**src/logic/smon_pkg.sv**
```systemverilog
package smon_pkg;

  // ----------------------------------------------------------------
  // widths
  // ----------------------------------------------------------------
  localparam int REG_AW = 8;
  localparam int REG_DW = 8;
  localparam int THR_W  = 4;

  // ----------------------------------------------------------------
  // register offsets
  // ----------------------------------------------------------------
  localparam logic [7:0] OFS_PRODUCT_ID_HIGH    = 8'h00;
  localparam logic [7:0] OFS_PRODUCT_ID_LOW     = 8'h01;
  localparam logic [7:0] OFS_SILICON_REVISION   = 8'h02;
  localparam logic [7:0] OFS_OTP_CONFIG_VERSION = 8'h03;
  localparam logic [7:0] OFS_MONITOR_THRESHOLD  = 8'h10;
  localparam logic [7:0] OFS_MONITOR_ENABLE     = 8'h11;
  localparam logic [7:0] OFS_EVENT_STATUS       = 8'h12;
  localparam logic [7:0] OFS_EVENT_MASK         = 8'h13;
  localparam logic [7:0] OFS_POWER_STATE        = 8'h14;
  localparam logic [7:0] UNMAPPED_VALUE         = 8'hFF;

  // ----------------------------------------------------------------
  // field positions and reset values
  // ----------------------------------------------------------------
  localparam int EVT_MONITOR = 0;
  localparam int EVT_BUS     = 1;
  localparam int EVT_W       = 2;
  localparam logic [THR_W-1:0] MON_THR_RESET  = 4'h0;
  localparam logic [EVT_W-1:0] EVT_MASK_RESET = 2'h3;

  // ----------------------------------------------------------------
  // timing
  // ----------------------------------------------------------------
  localparam int CLK_MHZ          = 10;
  localparam int DEGLITCH_US      = 180;
  localparam int DEBOUNCE_US      = 125;
  localparam int POR_SAMPLE_MS    = 1;
  localparam int DEGLITCH_CYC     = DEGLITCH_US * CLK_MHZ;
  localparam int DEBOUNCE_CYC     = DEBOUNCE_US * CLK_MHZ;
  localparam int POR_SAMPLE_CYC   = POR_SAMPLE_MS * 1000 * CLK_MHZ;
  localparam int TIMER_W          = 11;

  // ----------------------------------------------------------------
  // types
  // ----------------------------------------------------------------
  typedef enum logic [4:0] {
    ST_UNPOWERED = 5'h01,
    ST_BACKUP    = 5'h02,
    ST_OFF       = 5'h04,
    ST_ACTIVE    = 5'h08,
    ST_SLEEP     = 5'h10
  } smon_state_e;

  typedef struct packed {
    logic por_ok;
    logic above_low;
    logic mon_above;
    logic bus_above;
  } smon_cmp_s;

  typedef struct packed {
    logic [THR_W-1:0]  low_thr;
    logic [THR_W-1:0]  start_thr;
    logic              sense_buffer;
    logic [REG_DW-1:0] version;
  } smon_otp_s;

endpackage

```
**src/logic/smon_supply_monitor.sv**
```systemverilog
`timescale 1ns/1ns
`default_nettype none

module smon_supply_monitor #(
  parameter int               POR_SAMPLE_CYCLES = smon_pkg::POR_SAMPLE_CYC,
  // identity values are arbitrary
  parameter logic [7:0]       PRODUCT_ID_HIGH   = 8'hA5,
  parameter logic [7:0]       PRODUCT_ID_LOW    = 8'h3C,
  parameter logic [7:0]       SILICON_REVISION  = 8'h02
) (
  input  wire logic                              clock,
  input  wire logic                              rst,
  input  wire logic                              clock_enable,
  input  wire smon_pkg::smon_cmp_s               cmp_in,
  input  wire smon_pkg::smon_otp_s               otp_in,
  input  wire logic                              on_request,
  input  wire logic                              off_request,
  input  wire logic                              sleep_request,
  input  wire logic                              wake_request,
  input  wire logic [smon_pkg::REG_AW-1:0]       reg_addr,
  input  wire logic                              reg_wr,
  input  wire logic                              reg_rd,
  input  wire logic [smon_pkg::REG_DW-1:0]       reg_wdata,
  output logic      [smon_pkg::REG_DW-1:0]       reg_rdata,
  output logic      [4:0]                        power_state,
  output logic                                   regulators_enable,
  output logic                                   always_on_enable,
  output logic                                   monitor_enable,
  output logic      [smon_pkg::THR_W-1:0]        monitor_threshold,
  output logic      [smon_pkg::THR_W-1:0]        low_supply_threshold,
  output logic                                   sense_buffer_enable,
  output logic                                   sense_bypass,
  output logic                                   event_pending
);

  localparam int POR_W = $clog2(POR_SAMPLE_CYCLES + 1);
  localparam logic [POR_W-1:0] POR_LAST =
    POR_W'(POR_SAMPLE_CYCLES - 1);
  localparam logic [smon_pkg::TIMER_W-1:0] DEGLITCH_LAST =
    smon_pkg::TIMER_W'(smon_pkg::DEGLITCH_CYC - 1);
  localparam logic [smon_pkg::TIMER_W-1:0] DEBOUNCE_LOAD =
    smon_pkg::TIMER_W'(smon_pkg::DEBOUNCE_CYC - 1);

  function automatic logic addr_is(
    input logic [smon_pkg::REG_AW-1:0] a,
    input logic [7:0]                  ofs
  );
    addr_is = (a == ofs);
  endfunction

  // ----------------------------------------------------------------
  // pin synchronisers
  // ----------------------------------------------------------------
  smon_pkg::smon_cmp_s cmp_meta;
  smon_pkg::smon_cmp_s cmp_sync;

  always_ff @(posedge clock) begin
    if (rst) begin
      cmp_meta <= '0;
      cmp_sync <= '0;
    end else if (clock_enable) begin
      cmp_meta <= cmp_in;
      cmp_sync <= cmp_meta;
    end
  end

  // ----------------------------------------------------------------
  // otp capture
  // ----------------------------------------------------------------
  // otp thresholds are loaded only here; after start-up the monitor threshold comes from mon_thr, which has a register write path
  smon_pkg::smon_otp_s otp_q;

  always_ff @(posedge clock) begin
    if (rst) begin
      otp_q <= otp_in;
    end
  end

  // ----------------------------------------------------------------
  // power-on supply sampling
  // ----------------------------------------------------------------
  // a dip that starts and ends between two ticks is not seen
  logic [POR_W-1:0] por_cnt;
  logic             por_level;
  logic             por_tick;

  assign por_tick = (por_cnt == POR_LAST);

  always_ff @(posedge clock) begin
    if (rst) begin
      por_cnt   <= '0;
      por_level <= 1'b0;
    end else if (clock_enable) begin
      por_cnt <= por_tick ? '0 : por_cnt + POR_W'(1);
      if (por_tick) begin
        por_level <= cmp_sync.por_ok;
      end
    end
  end

  // ----------------------------------------------------------------
  // low supply deglitch
  // ----------------------------------------------------------------
  smon_pkg::smon_state_e state;
  smon_pkg::smon_state_e next_state;
  logic [smon_pkg::TIMER_W-1:0] low_cnt;
  logic                         low_trip;
  logic                         low_watch;

  assign low_watch = (state == smon_pkg::ST_OFF) ||
                     (state == smon_pkg::ST_ACTIVE) ||
                     (state == smon_pkg::ST_SLEEP);
  assign low_trip  = low_watch && !cmp_sync.above_low &&
                     (low_cnt == DEGLITCH_LAST);

  always_ff @(posedge clock) begin
    if (rst) begin
      low_cnt <= '0;
    end else if (clock_enable) begin
      if (!low_watch || cmp_sync.above_low || low_trip) begin
        low_cnt <= '0;
      end else begin
        low_cnt <= low_cnt + smon_pkg::TIMER_W'(1);
      end
    end
  end

  // ----------------------------------------------------------------
  // event detection
  // ----------------------------------------------------------------
  logic                         mon_prev;
  logic                         bus_prev;
  logic [smon_pkg::TIMER_W-1:0] debounce_cnt;
  logic                         powered_up;
  logic                         mon_en;
  logic                         mon_event;
  logic                         bus_event;

  assign mon_event = powered_up && mon_en &&
                     (cmp_sync.mon_above != mon_prev) &&
                     (debounce_cnt == '0);
  assign bus_event = (state != smon_pkg::ST_UNPOWERED) &&
                     (cmp_sync.bus_above != bus_prev);

  always_ff @(posedge clock) begin
    if (rst) begin
      mon_prev     <= 1'b0;
      bus_prev     <= 1'b0;
      debounce_cnt <= '0;
    end else if (clock_enable) begin
      mon_prev <= cmp_sync.mon_above;
      bus_prev <= cmp_sync.bus_above;
      if (mon_event) begin
        debounce_cnt <= DEBOUNCE_LOAD;
      end else if (debounce_cnt != '0) begin
        debounce_cnt <= debounce_cnt - smon_pkg::TIMER_W'(1);
      end
    end
  end

  // ----------------------------------------------------------------
  // power state machine
  // ----------------------------------------------------------------
  always_comb begin
    next_state = state;
    case (state)
      smon_pkg::ST_UNPOWERED: begin
        if (por_level) begin
          next_state = smon_pkg::ST_BACKUP;
        end
      end
      smon_pkg::ST_BACKUP: begin
        if (cmp_sync.above_low) begin
          next_state = smon_pkg::ST_OFF;
        end
      end
      smon_pkg::ST_OFF: begin
        if (low_trip) begin
          next_state = smon_pkg::ST_BACKUP;
        end else if ((on_request || bus_event) &&
                     cmp_sync.mon_above) begin
          next_state = smon_pkg::ST_ACTIVE;
        end
      end
      smon_pkg::ST_ACTIVE: begin
        if (low_trip) begin
          next_state = smon_pkg::ST_BACKUP;
        end else if (off_request) begin
          next_state = smon_pkg::ST_OFF;
        end else if (sleep_request) begin
          next_state = smon_pkg::ST_SLEEP;
        end
      end
      smon_pkg::ST_SLEEP: begin
        if (low_trip) begin
          next_state = smon_pkg::ST_BACKUP;
        end else if (off_request) begin
          next_state = smon_pkg::ST_OFF;
        end else if (bus_event || wake_request) begin
          next_state = smon_pkg::ST_ACTIVE;
        end
      end
      default: begin
        next_state = smon_pkg::ST_UNPOWERED;
      end
    endcase
    if (!por_level) begin
      next_state = smon_pkg::ST_UNPOWERED;
    end
  end

  always_ff @(posedge clock) begin
    if (rst) begin
      state <= smon_pkg::ST_UNPOWERED;
    end else if (clock_enable) begin
      state <= next_state;
    end
  end

  // powered_up marks that start-up finished; cleared when rails drop
  always_ff @(posedge clock) begin
    if (rst) begin
      powered_up <= 1'b0;
    end else if (clock_enable) begin
      if (next_state == smon_pkg::ST_ACTIVE) begin
        powered_up <= 1'b1;
      end else if ((next_state != smon_pkg::ST_SLEEP) &&
                   (next_state != smon_pkg::ST_ACTIVE)) begin
        powered_up <= 1'b0;
      end
    end
  end

  // ----------------------------------------------------------------
  // software registers
  // ----------------------------------------------------------------
  logic [smon_pkg::THR_W-1:0] mon_thr;
  logic [smon_pkg::EVT_W-1:0] evt_status;
  logic [smon_pkg::EVT_W-1:0] evt_mask;
  logic [smon_pkg::EVT_W-1:0] evt_set;
  logic [smon_pkg::EVT_W-1:0] evt_clr;
  logic                       startup_done;

  assign startup_done = !powered_up &&
                        (next_state == smon_pkg::ST_ACTIVE);

  always_comb begin
    evt_set = '0;
    evt_set[smon_pkg::EVT_MONITOR] = mon_event;
    evt_set[smon_pkg::EVT_BUS]     = bus_event;
    evt_clr = '0;
    if (reg_wr && addr_is(reg_addr, smon_pkg::OFS_EVENT_STATUS)) begin
      evt_clr = reg_wdata[smon_pkg::EVT_W-1:0];
    end
  end

  always_ff @(posedge clock) begin
    if (rst) begin
      mon_thr  <= smon_pkg::MON_THR_RESET;
      evt_mask <= smon_pkg::EVT_MASK_RESET;
    end else if (clock_enable && reg_wr) begin
      if (addr_is(reg_addr, smon_pkg::OFS_MONITOR_THRESHOLD)) begin
        mon_thr <= reg_wdata[smon_pkg::THR_W-1:0];
      end
      if (addr_is(reg_addr, smon_pkg::OFS_EVENT_MASK)) begin
        evt_mask <= reg_wdata[smon_pkg::EVT_W-1:0];
      end
    end
  end

  // start-up wins over a same-cycle software enable
  always_ff @(posedge clock) begin
    if (rst) begin
      mon_en <= 1'b0;
    end else if (clock_enable) begin
      if (startup_done) begin
        mon_en <= 1'b0;
      end else if (reg_wr &&
                   addr_is(reg_addr, smon_pkg::OFS_MONITOR_ENABLE)) begin
        mon_en <= reg_wdata[0];
      end
    end
  end

  // set wins over clear so an event in the clear cycle survives
  always_ff @(posedge clock) begin
    if (rst) begin
      evt_status <= '0;
    end else if (clock_enable) begin
      evt_status <= (evt_status & ~evt_clr) | evt_set;
    end
  end

  // ----------------------------------------------------------------
  // register read
  // ----------------------------------------------------------------
  logic [smon_pkg::REG_DW-1:0] rd_mux;

  always_comb begin
    rd_mux = smon_pkg::UNMAPPED_VALUE;
    case (reg_addr)
      smon_pkg::OFS_PRODUCT_ID_HIGH:    rd_mux = PRODUCT_ID_HIGH;
      smon_pkg::OFS_PRODUCT_ID_LOW:     rd_mux = PRODUCT_ID_LOW;
      smon_pkg::OFS_SILICON_REVISION:   rd_mux = SILICON_REVISION;
      smon_pkg::OFS_OTP_CONFIG_VERSION: rd_mux = otp_q.version;
      smon_pkg::OFS_MONITOR_THRESHOLD: begin
        rd_mux = {{(smon_pkg::REG_DW-smon_pkg::THR_W){1'b0}}, mon_thr};
      end
      smon_pkg::OFS_MONITOR_ENABLE: begin
        rd_mux = {{(smon_pkg::REG_DW-1){1'b0}}, mon_en};
      end
      smon_pkg::OFS_EVENT_STATUS: begin
        rd_mux = {{(smon_pkg::REG_DW-smon_pkg::EVT_W){1'b0}}, evt_status};
      end
      smon_pkg::OFS_EVENT_MASK: begin
        rd_mux = {{(smon_pkg::REG_DW-smon_pkg::EVT_W){1'b0}}, evt_mask};
      end
      smon_pkg::OFS_POWER_STATE: begin
        rd_mux = {3'h0, state};
      end
      default: begin
        rd_mux = smon_pkg::UNMAPPED_VALUE;
      end
    endcase
  end

  always_ff @(posedge clock) begin
    if (rst) begin
      reg_rdata <= '0;
    end else if (clock_enable && reg_rd) begin
      reg_rdata <= rd_mux;
    end
  end

  // ----------------------------------------------------------------
  // registered outputs
  // ----------------------------------------------------------------
  // before start-up the comparator guards power-on with the otp level
  always_ff @(posedge clock) begin
    if (rst) begin
      power_state          <= smon_pkg::ST_UNPOWERED;
      regulators_enable    <= 1'b0;
      always_on_enable     <= 1'b0;
      monitor_enable       <= 1'b0;
      monitor_threshold    <= '0;
      low_supply_threshold <= '0;
      sense_buffer_enable  <= 1'b0;
      sense_bypass         <= 1'b1;
      event_pending        <= 1'b0;
    end else if (clock_enable) begin
      power_state       <= next_state;
      regulators_enable <= (next_state == smon_pkg::ST_ACTIVE) ||
                           (next_state == smon_pkg::ST_SLEEP);
      always_on_enable  <= (next_state != smon_pkg::ST_UNPOWERED);
      if (powered_up) begin
        monitor_enable    <= mon_en;
        monitor_threshold <= mon_thr;
      end else begin
        monitor_enable    <= (state == smon_pkg::ST_OFF);
        monitor_threshold <= otp_q.start_thr;
      end
      low_supply_threshold <= otp_q.low_thr;
      sense_buffer_enable  <= otp_q.sense_buffer;
      sense_bypass         <= !otp_q.sense_buffer;
      event_pending        <= |(evt_status & ~evt_mask);
    end
  end

endmodule

`default_nettype wire

```
**config.mk**
```make
export PLATFORM = sky130hd
export DESIGN_NAME = smon_supply_monitor
export DESIGN_NICKNAME = d
export VERILOG_FILES = /design/src/logic/smon_pkg.sv /design/src/logic/smon_supply_monitor.sv
export SDC_FILE = /design/constraint.sdc
export NUM_CORES = 1
export LEC_CHECK = 0
export BUFFER_PORTS_ARGS = -buffer_cell sky130_fd_sc_hd__buf_2
export CAP_MARGIN = 20
export CORE_ASPECT_RATIO = 1.1
export CORE_MARGIN = 1.5
export CORE_UTILIZATION = 56
export DETAILED_ROUTE_END_ITERATION = 8
export GPL_ROUTABILITY_DRIVEN = 0
export PLACE_DENSITY = 0.85
export SLEW_MARGIN = 10
export SYNTH_ARGS = -nofsm -noshare
export SYNTH_HDL_FRONTEND = slang
export SYNTH_SLANG_ARGS = --single-unit
```
**constraint.sdc**
```tcl
create_clock -name clock -period 2.54 [get_ports clock]
set_input_delay 0 -clock clock [delete_from_list [all_inputs] [get_ports clock]]
set_output_delay 0 -clock clock [all_outputs]
set_load 0.1 [all_outputs]
```
==> run metrics, run 1 <==
via/cell ratio=5.69; fmax=439 MHz; period utilization=89.8%; chip height=96.8 µm; Setup Skew=12.8 ps; Setup Fix Bufs, Post-CTS=0; Global Route Usage Sum=24.8%; overall power=3.77 mW; Hold Startpoint=reg_addr[2]; CP startpoint kind=flip-flop; Core Box Area=0.00783 mm²; Mapped Cells=477; Antenna Nets Post-Route=0; max-slew violation count=0; Clk Latency, worst-skew pair=370 ps; # rows=34; TritonRoute pass-1 iters=4; final hold vios=0; Lkg Pwr=2.15 nW; Core Util, Final=67.9%; Synth Area per Inst=9.38 µm²; CTS tree=built; Synth Cell Area=0.00448 mm²; Netlist cell types=57; setup TNS=0 ps; Most used DFF post-synth=dfxtp_1; routed length per instance=15.0 µm; max-cap check violation count=0; origin of the critical flop-to-flop path=powered_up$_SDFFE_PP0P_; HPWL Detailed=6640 µm; die area=0.00854 mm²; Clock Sinks=101; class of the worst hold path=in2reg; clock buffer depth=2; I/O Buffers=68; GR Overflow Total=0; Syn Nets=526; worst relative slew slack=55.8%; cell taking the most area after synthesis=dfxtp_1; fin nets=609; Die X=88.2 µm; Final Critical Period=2280 ps; vias in the first global route=3663; R2R depth=5; CP Class=reg2reg; r2r setup slk=260 ps; DR vias=3830; Synthesis Warnings=0; CTS Buf Count=9; first-pass GRT wire length=16700 µm; Synth Register Bits=101; Area Overhead vs Synth=18.8%; I/O pin cnt=73; Inserted Diodes=0; final setup violation count=0; top-area cell type share of the netlist area=37.6%; Root Driver=clkbuf_8; post-cts sizing count=0; share of cells above drive strength 1=17.7%; final wirelength=10100 µm; Hold Crit Endpoint=reg_rdata[3]$_SDFFE_PP0P_; Worst Path Arrival=2560 ps; PwrDens=709 mW/mm²; Post-synth EDFFs=17; Async SR Flop Fraction=0%; Reg clk slew, reported paths=100 ps; H-tree depth=3; Hold Crit Depth=3; Worst R2R End=debounce_cnt[7]$_SDFFE_PP0P_; VDD IR max=452 µV; initial antenna violation count=0; largest net degree at the start of global routing=60; top cells by area, synth=dfxtp_1 38%, edfxtp_1 11%, nor2_1 6.5%, mux2i_1 6.3%, xor2_1 3.5%; DRC errors left=0; status=finished clean; sequential share of the synthesized area=49.0%; Critical Path RT=2820 ps; unrepaired setup endpoints after global routing=no; slew at the pin closest to its max-slew limit=663 ps; Initial DRC Count=270; initial core utilization=57.2%; CP max FO=12; Worst Setup End Kind=flip-flop
worst max-delay path: stages (launching register included):
cell      delay [ps]
dfxtp_1          540
nand2_1          130
or3_1            520
nor4_1           620
nor3_1           130
a211oi_1         260
power by group:
part / total [mW] / internal [mW] / switching (mW)
Combinational: 0.963 / 0.375 / 0.588
Clock: 0.953 / 0.390 / 0.563
Sequential: 1.85 / 1.75 / 0.0985
routing by layer:
layer | global-route usage, % | share of wire (%) | vias up
met4 | 8.65 | 1.6 | 0
met5 | 0 | 0 | -
met2 | 43.1 | 51 | 121
met3 | 4.61 | 5.6 | 19
li1 | - | - | 1871
met1 | 30.1 | 42 | 1819
cell usage after synthesis (8+ instances only):
library cell,instances
a21oi_1,23
nor3_1,11
dfxtp_1,84
nand4_1,16
edfxtp_1,17
inv_1,9
nor2_1,77
xnor2_1,15
clkbuf_1,17
a211oi_1,8
o21ai_0,16
xor2_1,18
nand2_1,39
mux2i_1,28
layout make-up:
class                   count  area (µm²)
clock buffers              10         138
clock inverters             6        43.8
fillers                   640        2510
inverters                   9        33.8
multi-input cells         341        2150
flip-flops and latches    101        2190
well taps                 108         135
repair buffers             98         628
stage by stage:
step           hold slack [ps]  std cells  setup slack [ps]  cell area, µm²
3_3_place_gp               176        632               428            4890
2_1_floorplan             98.9        477               260            4480
5_1_grt                   57.5        673              78.3            5320
4_1_cts                   20.2        673               271            5320
3_5_place_dp               179        632               335            4890
6_report                  30.6        673               260            5320
repair_timing:
action	in CTS	in global routing
hold buffers	25	0
endpoints found under the setup margin	0	0
hold endpoints to repair	27	0
how the worst max path moves through the flow:
stage                                             from                        endpoint  slack [ps]
final                          powered_up$_SDFFE_PP0P_    debounce_cnt[7]$_SDFFE_PP0P_         260
after global routing           powered_up$_SDFFE_PP0P_    debounce_cnt[7]$_SDFFE_PP0P_          80
after CTS                      powered_up$_SDFFE_PP0P_    debounce_cnt[7]$_SDFFE_PP0P_         270
after detailed placement       powered_up$_SDFFE_PP0P_    debounce_cnt[5]$_SDFFE_PP0P_         340
after global placement    debounce_cnt[6]$_SDFFE_PP0P_    debounce_cnt[5]$_SDFFE_PP0P_         430
after floorplan            power_state[0]$_SDFFE_PP1P_  regulators_enable$_SDFFE_PP0P_         260
cell usage in the layout, fill, tap and decap left out, types with 3 or more instances in the layout:
cell            n
or4_1           4
nor4_1          3
buf_2          68
inv_6           3
ha_1            3
o211ai_1        3
a21o_1          3
or2_2           4
dfxtp_1        84
nor2_1         77
inv_1           9
nor3_1         11
nor2b_1         5
nand2b_1        3
dlygate4sd3_1  25
a21oi_1        23
a211oi_1        8
o21ai_0        16
xor2_1         18
nand3_1         7
a22oi_1         4
xnor2_1        15
nand3b_1        3
edfxtp_1       17
mux2i_1        28
nand4_1        16
a32oi_1         3
clkbuf_8       10
and3_1          5
a221oi_1        3
buf_4           5
a31oi_1         4
nand2_1        39
cells by family after synthesis:
| group | share of synthesized area [%] |
|---|---|
| flops | 49.0 |
| simple gates | 20.6 |
| fa+ha+maj | 0.839 |
| compound gates | 13.1 |
| buf+inv | 3.05 |
| mux | 7.02 |
| xor+xnor | 6.46 |
state kept, by name (all words and copies together), names as in the netlist, 2 cells and up:
| name | count |
|---|---|
| cmp_sync | 4 |
| otp_q | 17 |
| por_cnt | 14 |
| power_state | 5 |
| monitor_threshold | 4 |
| debounce_cnt | 11 |
| mon_thr | 4 |
| low_cnt | 11 |
| low_supply_threshold | 4 |
| evt_status | 2 |
| evt_mask | 2 |
| cmp_meta | 4 |
| reg_rdata | 8 |
Power figures use the tool's default switching activity.
==> run 2: changes to the inputs <==
Settings changed: CORE_MARGIN 1.5 to 8.
==> run metrics, run 2 (same netlist as run 1, synthesis figures left out) <==
status=finished clean (unchanged); Initial DRC Count=189 (was 270); VDD IR max=441 µV (was 452 µV); Lkg Pwr=2.15 nW (about the same); worst relative slew slack=57.2% (was 55.8%); GR Overflow Total=0 (unchanged); final cell count without fillers=675 (was 673); final wirelength=10800 µm (was 10100 µm); unrepaired setup endpoints after global routing=no (unchanged); fin nets=611 (was 609); TritonRoute pass-1 iters=4 (unchanged); CP max FO=12 (unchanged); Critical Path RT=2790 ps (was 2820 ps); Setup Fix Bufs, Post-CTS=0 (unchanged); PwrDens=699 mW/mm² (was 709 mW/mm²); I/O pin cnt=73 (unchanged); max incr delay on CP=610 ps (was 620 ps); CP startpoint=powered_up$_SDFFE_PP0P_ (unchanged); Die X=101 µm (was 88.2 µm); Core Util, Final=68.1% (was 67.9%); via/cell ratio=5.66 (was 5.69); origin of the critical flop-to-flop path=powered_up$_SDFFE_PP0P_ (unchanged); largest reg by FF count=otp_q (unchanged); Worst Setup End Kind=flip-flop (unchanged); setup TNS=0 ps (unchanged); initial core utilization=57.2% (unchanged); HPWL Detailed=7300 µm (was 6640 µm); share of cells above drive strength 1=17.6% (was 17.7%); CP startpoint kind=flip-flop (unchanged); Hold Startpoint=reg_addr[1] (was reg_addr[2]); max-cap check violation count=0 (unchanged); Final Critical Period=2240 ps (was 2280 ps); Antenna Nets Post-Route=0 (unchanged); final setup violation count=0 (unchanged); vias in the first global route=3775 (was 3663); I/O Buffers=68 (unchanged); Area Overhead vs Synth=19.1% (was 18.8%); Worst Path Arrival=2490 ps (was 2560 ps); Inserted Diodes=0 (unchanged); Root Driver=clkbuf_8 (unchanged); CTS tree=built (unchanged); overall power=3.73 mW (was 3.77 mW); Clk Latency, worst-skew pair=360 ps (was 370 ps); post-cts sizing count=0 (unchanged); placed cells=634 (was 632); post-route setup slack=298 ps (was 260 ps); most common cell after layout, fill and taps aside=dfxtp_1 (unchanged); max-slew violation count=0 (unchanged); Top Registers=otp_q (17), por_cnt (14) (unchanged); cell mode on critical path=nand2_1; final hold vios=0 (unchanged); Global Route Usage Sum=19.7% (was 24.8%); commonest non-fill, non-tap cells in the layout=84 x dfxtp_1, 77 x nor2_1, 68 x buf_2, 39 x nand2_1, 28 x mux2i_1 (unchanged); Setup Skew=11.2 ps (was 12.8 ps); fmax=446 MHz (was 439 MHz); class of the worst hold path=in2reg (unchanged); WHS=45.9 ps (was 30.6 ps); die area=0.0111 mm² (was 0.00854 mm²); design area=0.00533 mm² (was 0.00532 mm²); clock buffer depth=2 (unchanged); critical-path cell list=nand2_1 > or3_1 > or4_1 > nand2_1 > nor2_1 (was nand2_1 > or3_1 > nor4_1 > nor3_1 > a211oi_1); CTS Buf Count=9 (unchanged); Clock Sinks=101 (unchanged); DR vias=3821 (was 3830); chip height=110 µm (was 96.8 µm); Core Box Area=0.00783 mm² (unchanged); pre-CTS setup slack=327 ps (was 335 ps); # rows=34 (unchanged); period utilization=88.3% (was 89.8%); first-pass GRT wire length=17500 µm (was 16700 µm); area of placed instances=0.00490 mm² (was 0.00489 mm²); H-tree depth=3 (unchanged); Reg clk slew, reported paths=90 ps (was 100 ps); CP max stage cell=or4_1 (was nor4_1); slew at the pin closest to its max-slew limit=642 ps (was 663 ps); DRC errors left=0 (unchanged); routed length per instance=16.0 µm (was 15.0 µm); initial antenna violation count=0 (unchanged); Hold Buf Count CTS=25 (unchanged); CP Class=reg2reg (unchanged); largest net degree at the start of global routing=60 (unchanged); max reg flops=17 (unchanged)
==> run 2: changes by cell type in the layout (fill, tap and decap cells not counted) <==
cell / change
clkinv_2: -2
clkbuf_1: +1
inv_6: -3
clkinv_4: +2
clkinvlp_4: +1
clkinv_1: +1
buf_4: +2
==> run 2: cell type report <==
cell class                 count  area (µm²)
fill                         629        2500
sequential                   101        2190
multi-input combinational    341        2150
timing repair buffer         100         643
clock buffer                  11         141
tap                          108         135
clock inverter                 5        36.3
inverter                       9        33.8
==> run 2: worst paths after layout <==
check	endpoint	slack, ps	depth (start not counted)
min	reg_rdata[1]$_SDFFE_PP0P_	50	3
max	debounce_cnt[3]$_SDFFE_PP0P_	300	5
min reg2reg	sense_buffer_enable$_SDFFE_PP0P_	470	2
max reg2reg	debounce_cnt[3]$_SDFFE_PP0P_	300	5
==> run 2: layer usage <==
metal | share of wire, % | global-route usage [%]
met1 | 41 | 22.3
met2 | 52 | 35.5
met3 | 5.8 | 3.93
met4 | 1.3 | 7.67
met5 | 0 | 0
==> run 2: critical path: cells and delay by family (launching register included) <==
kind	cells	cell delay (ps)
flops	1	560
simple gates	5	1560
==> run 2: power breakdown <==
part / internal [mW] / switching (mW) / leakage (nW)
Clock: 0.384 / 0.531 / 0.0832
Combinational: 0.378 / 0.578 / 1.22
Sequential: 1.75 / 0.102 / 0.851
Total: 2.52 / 1.21 / 2.15
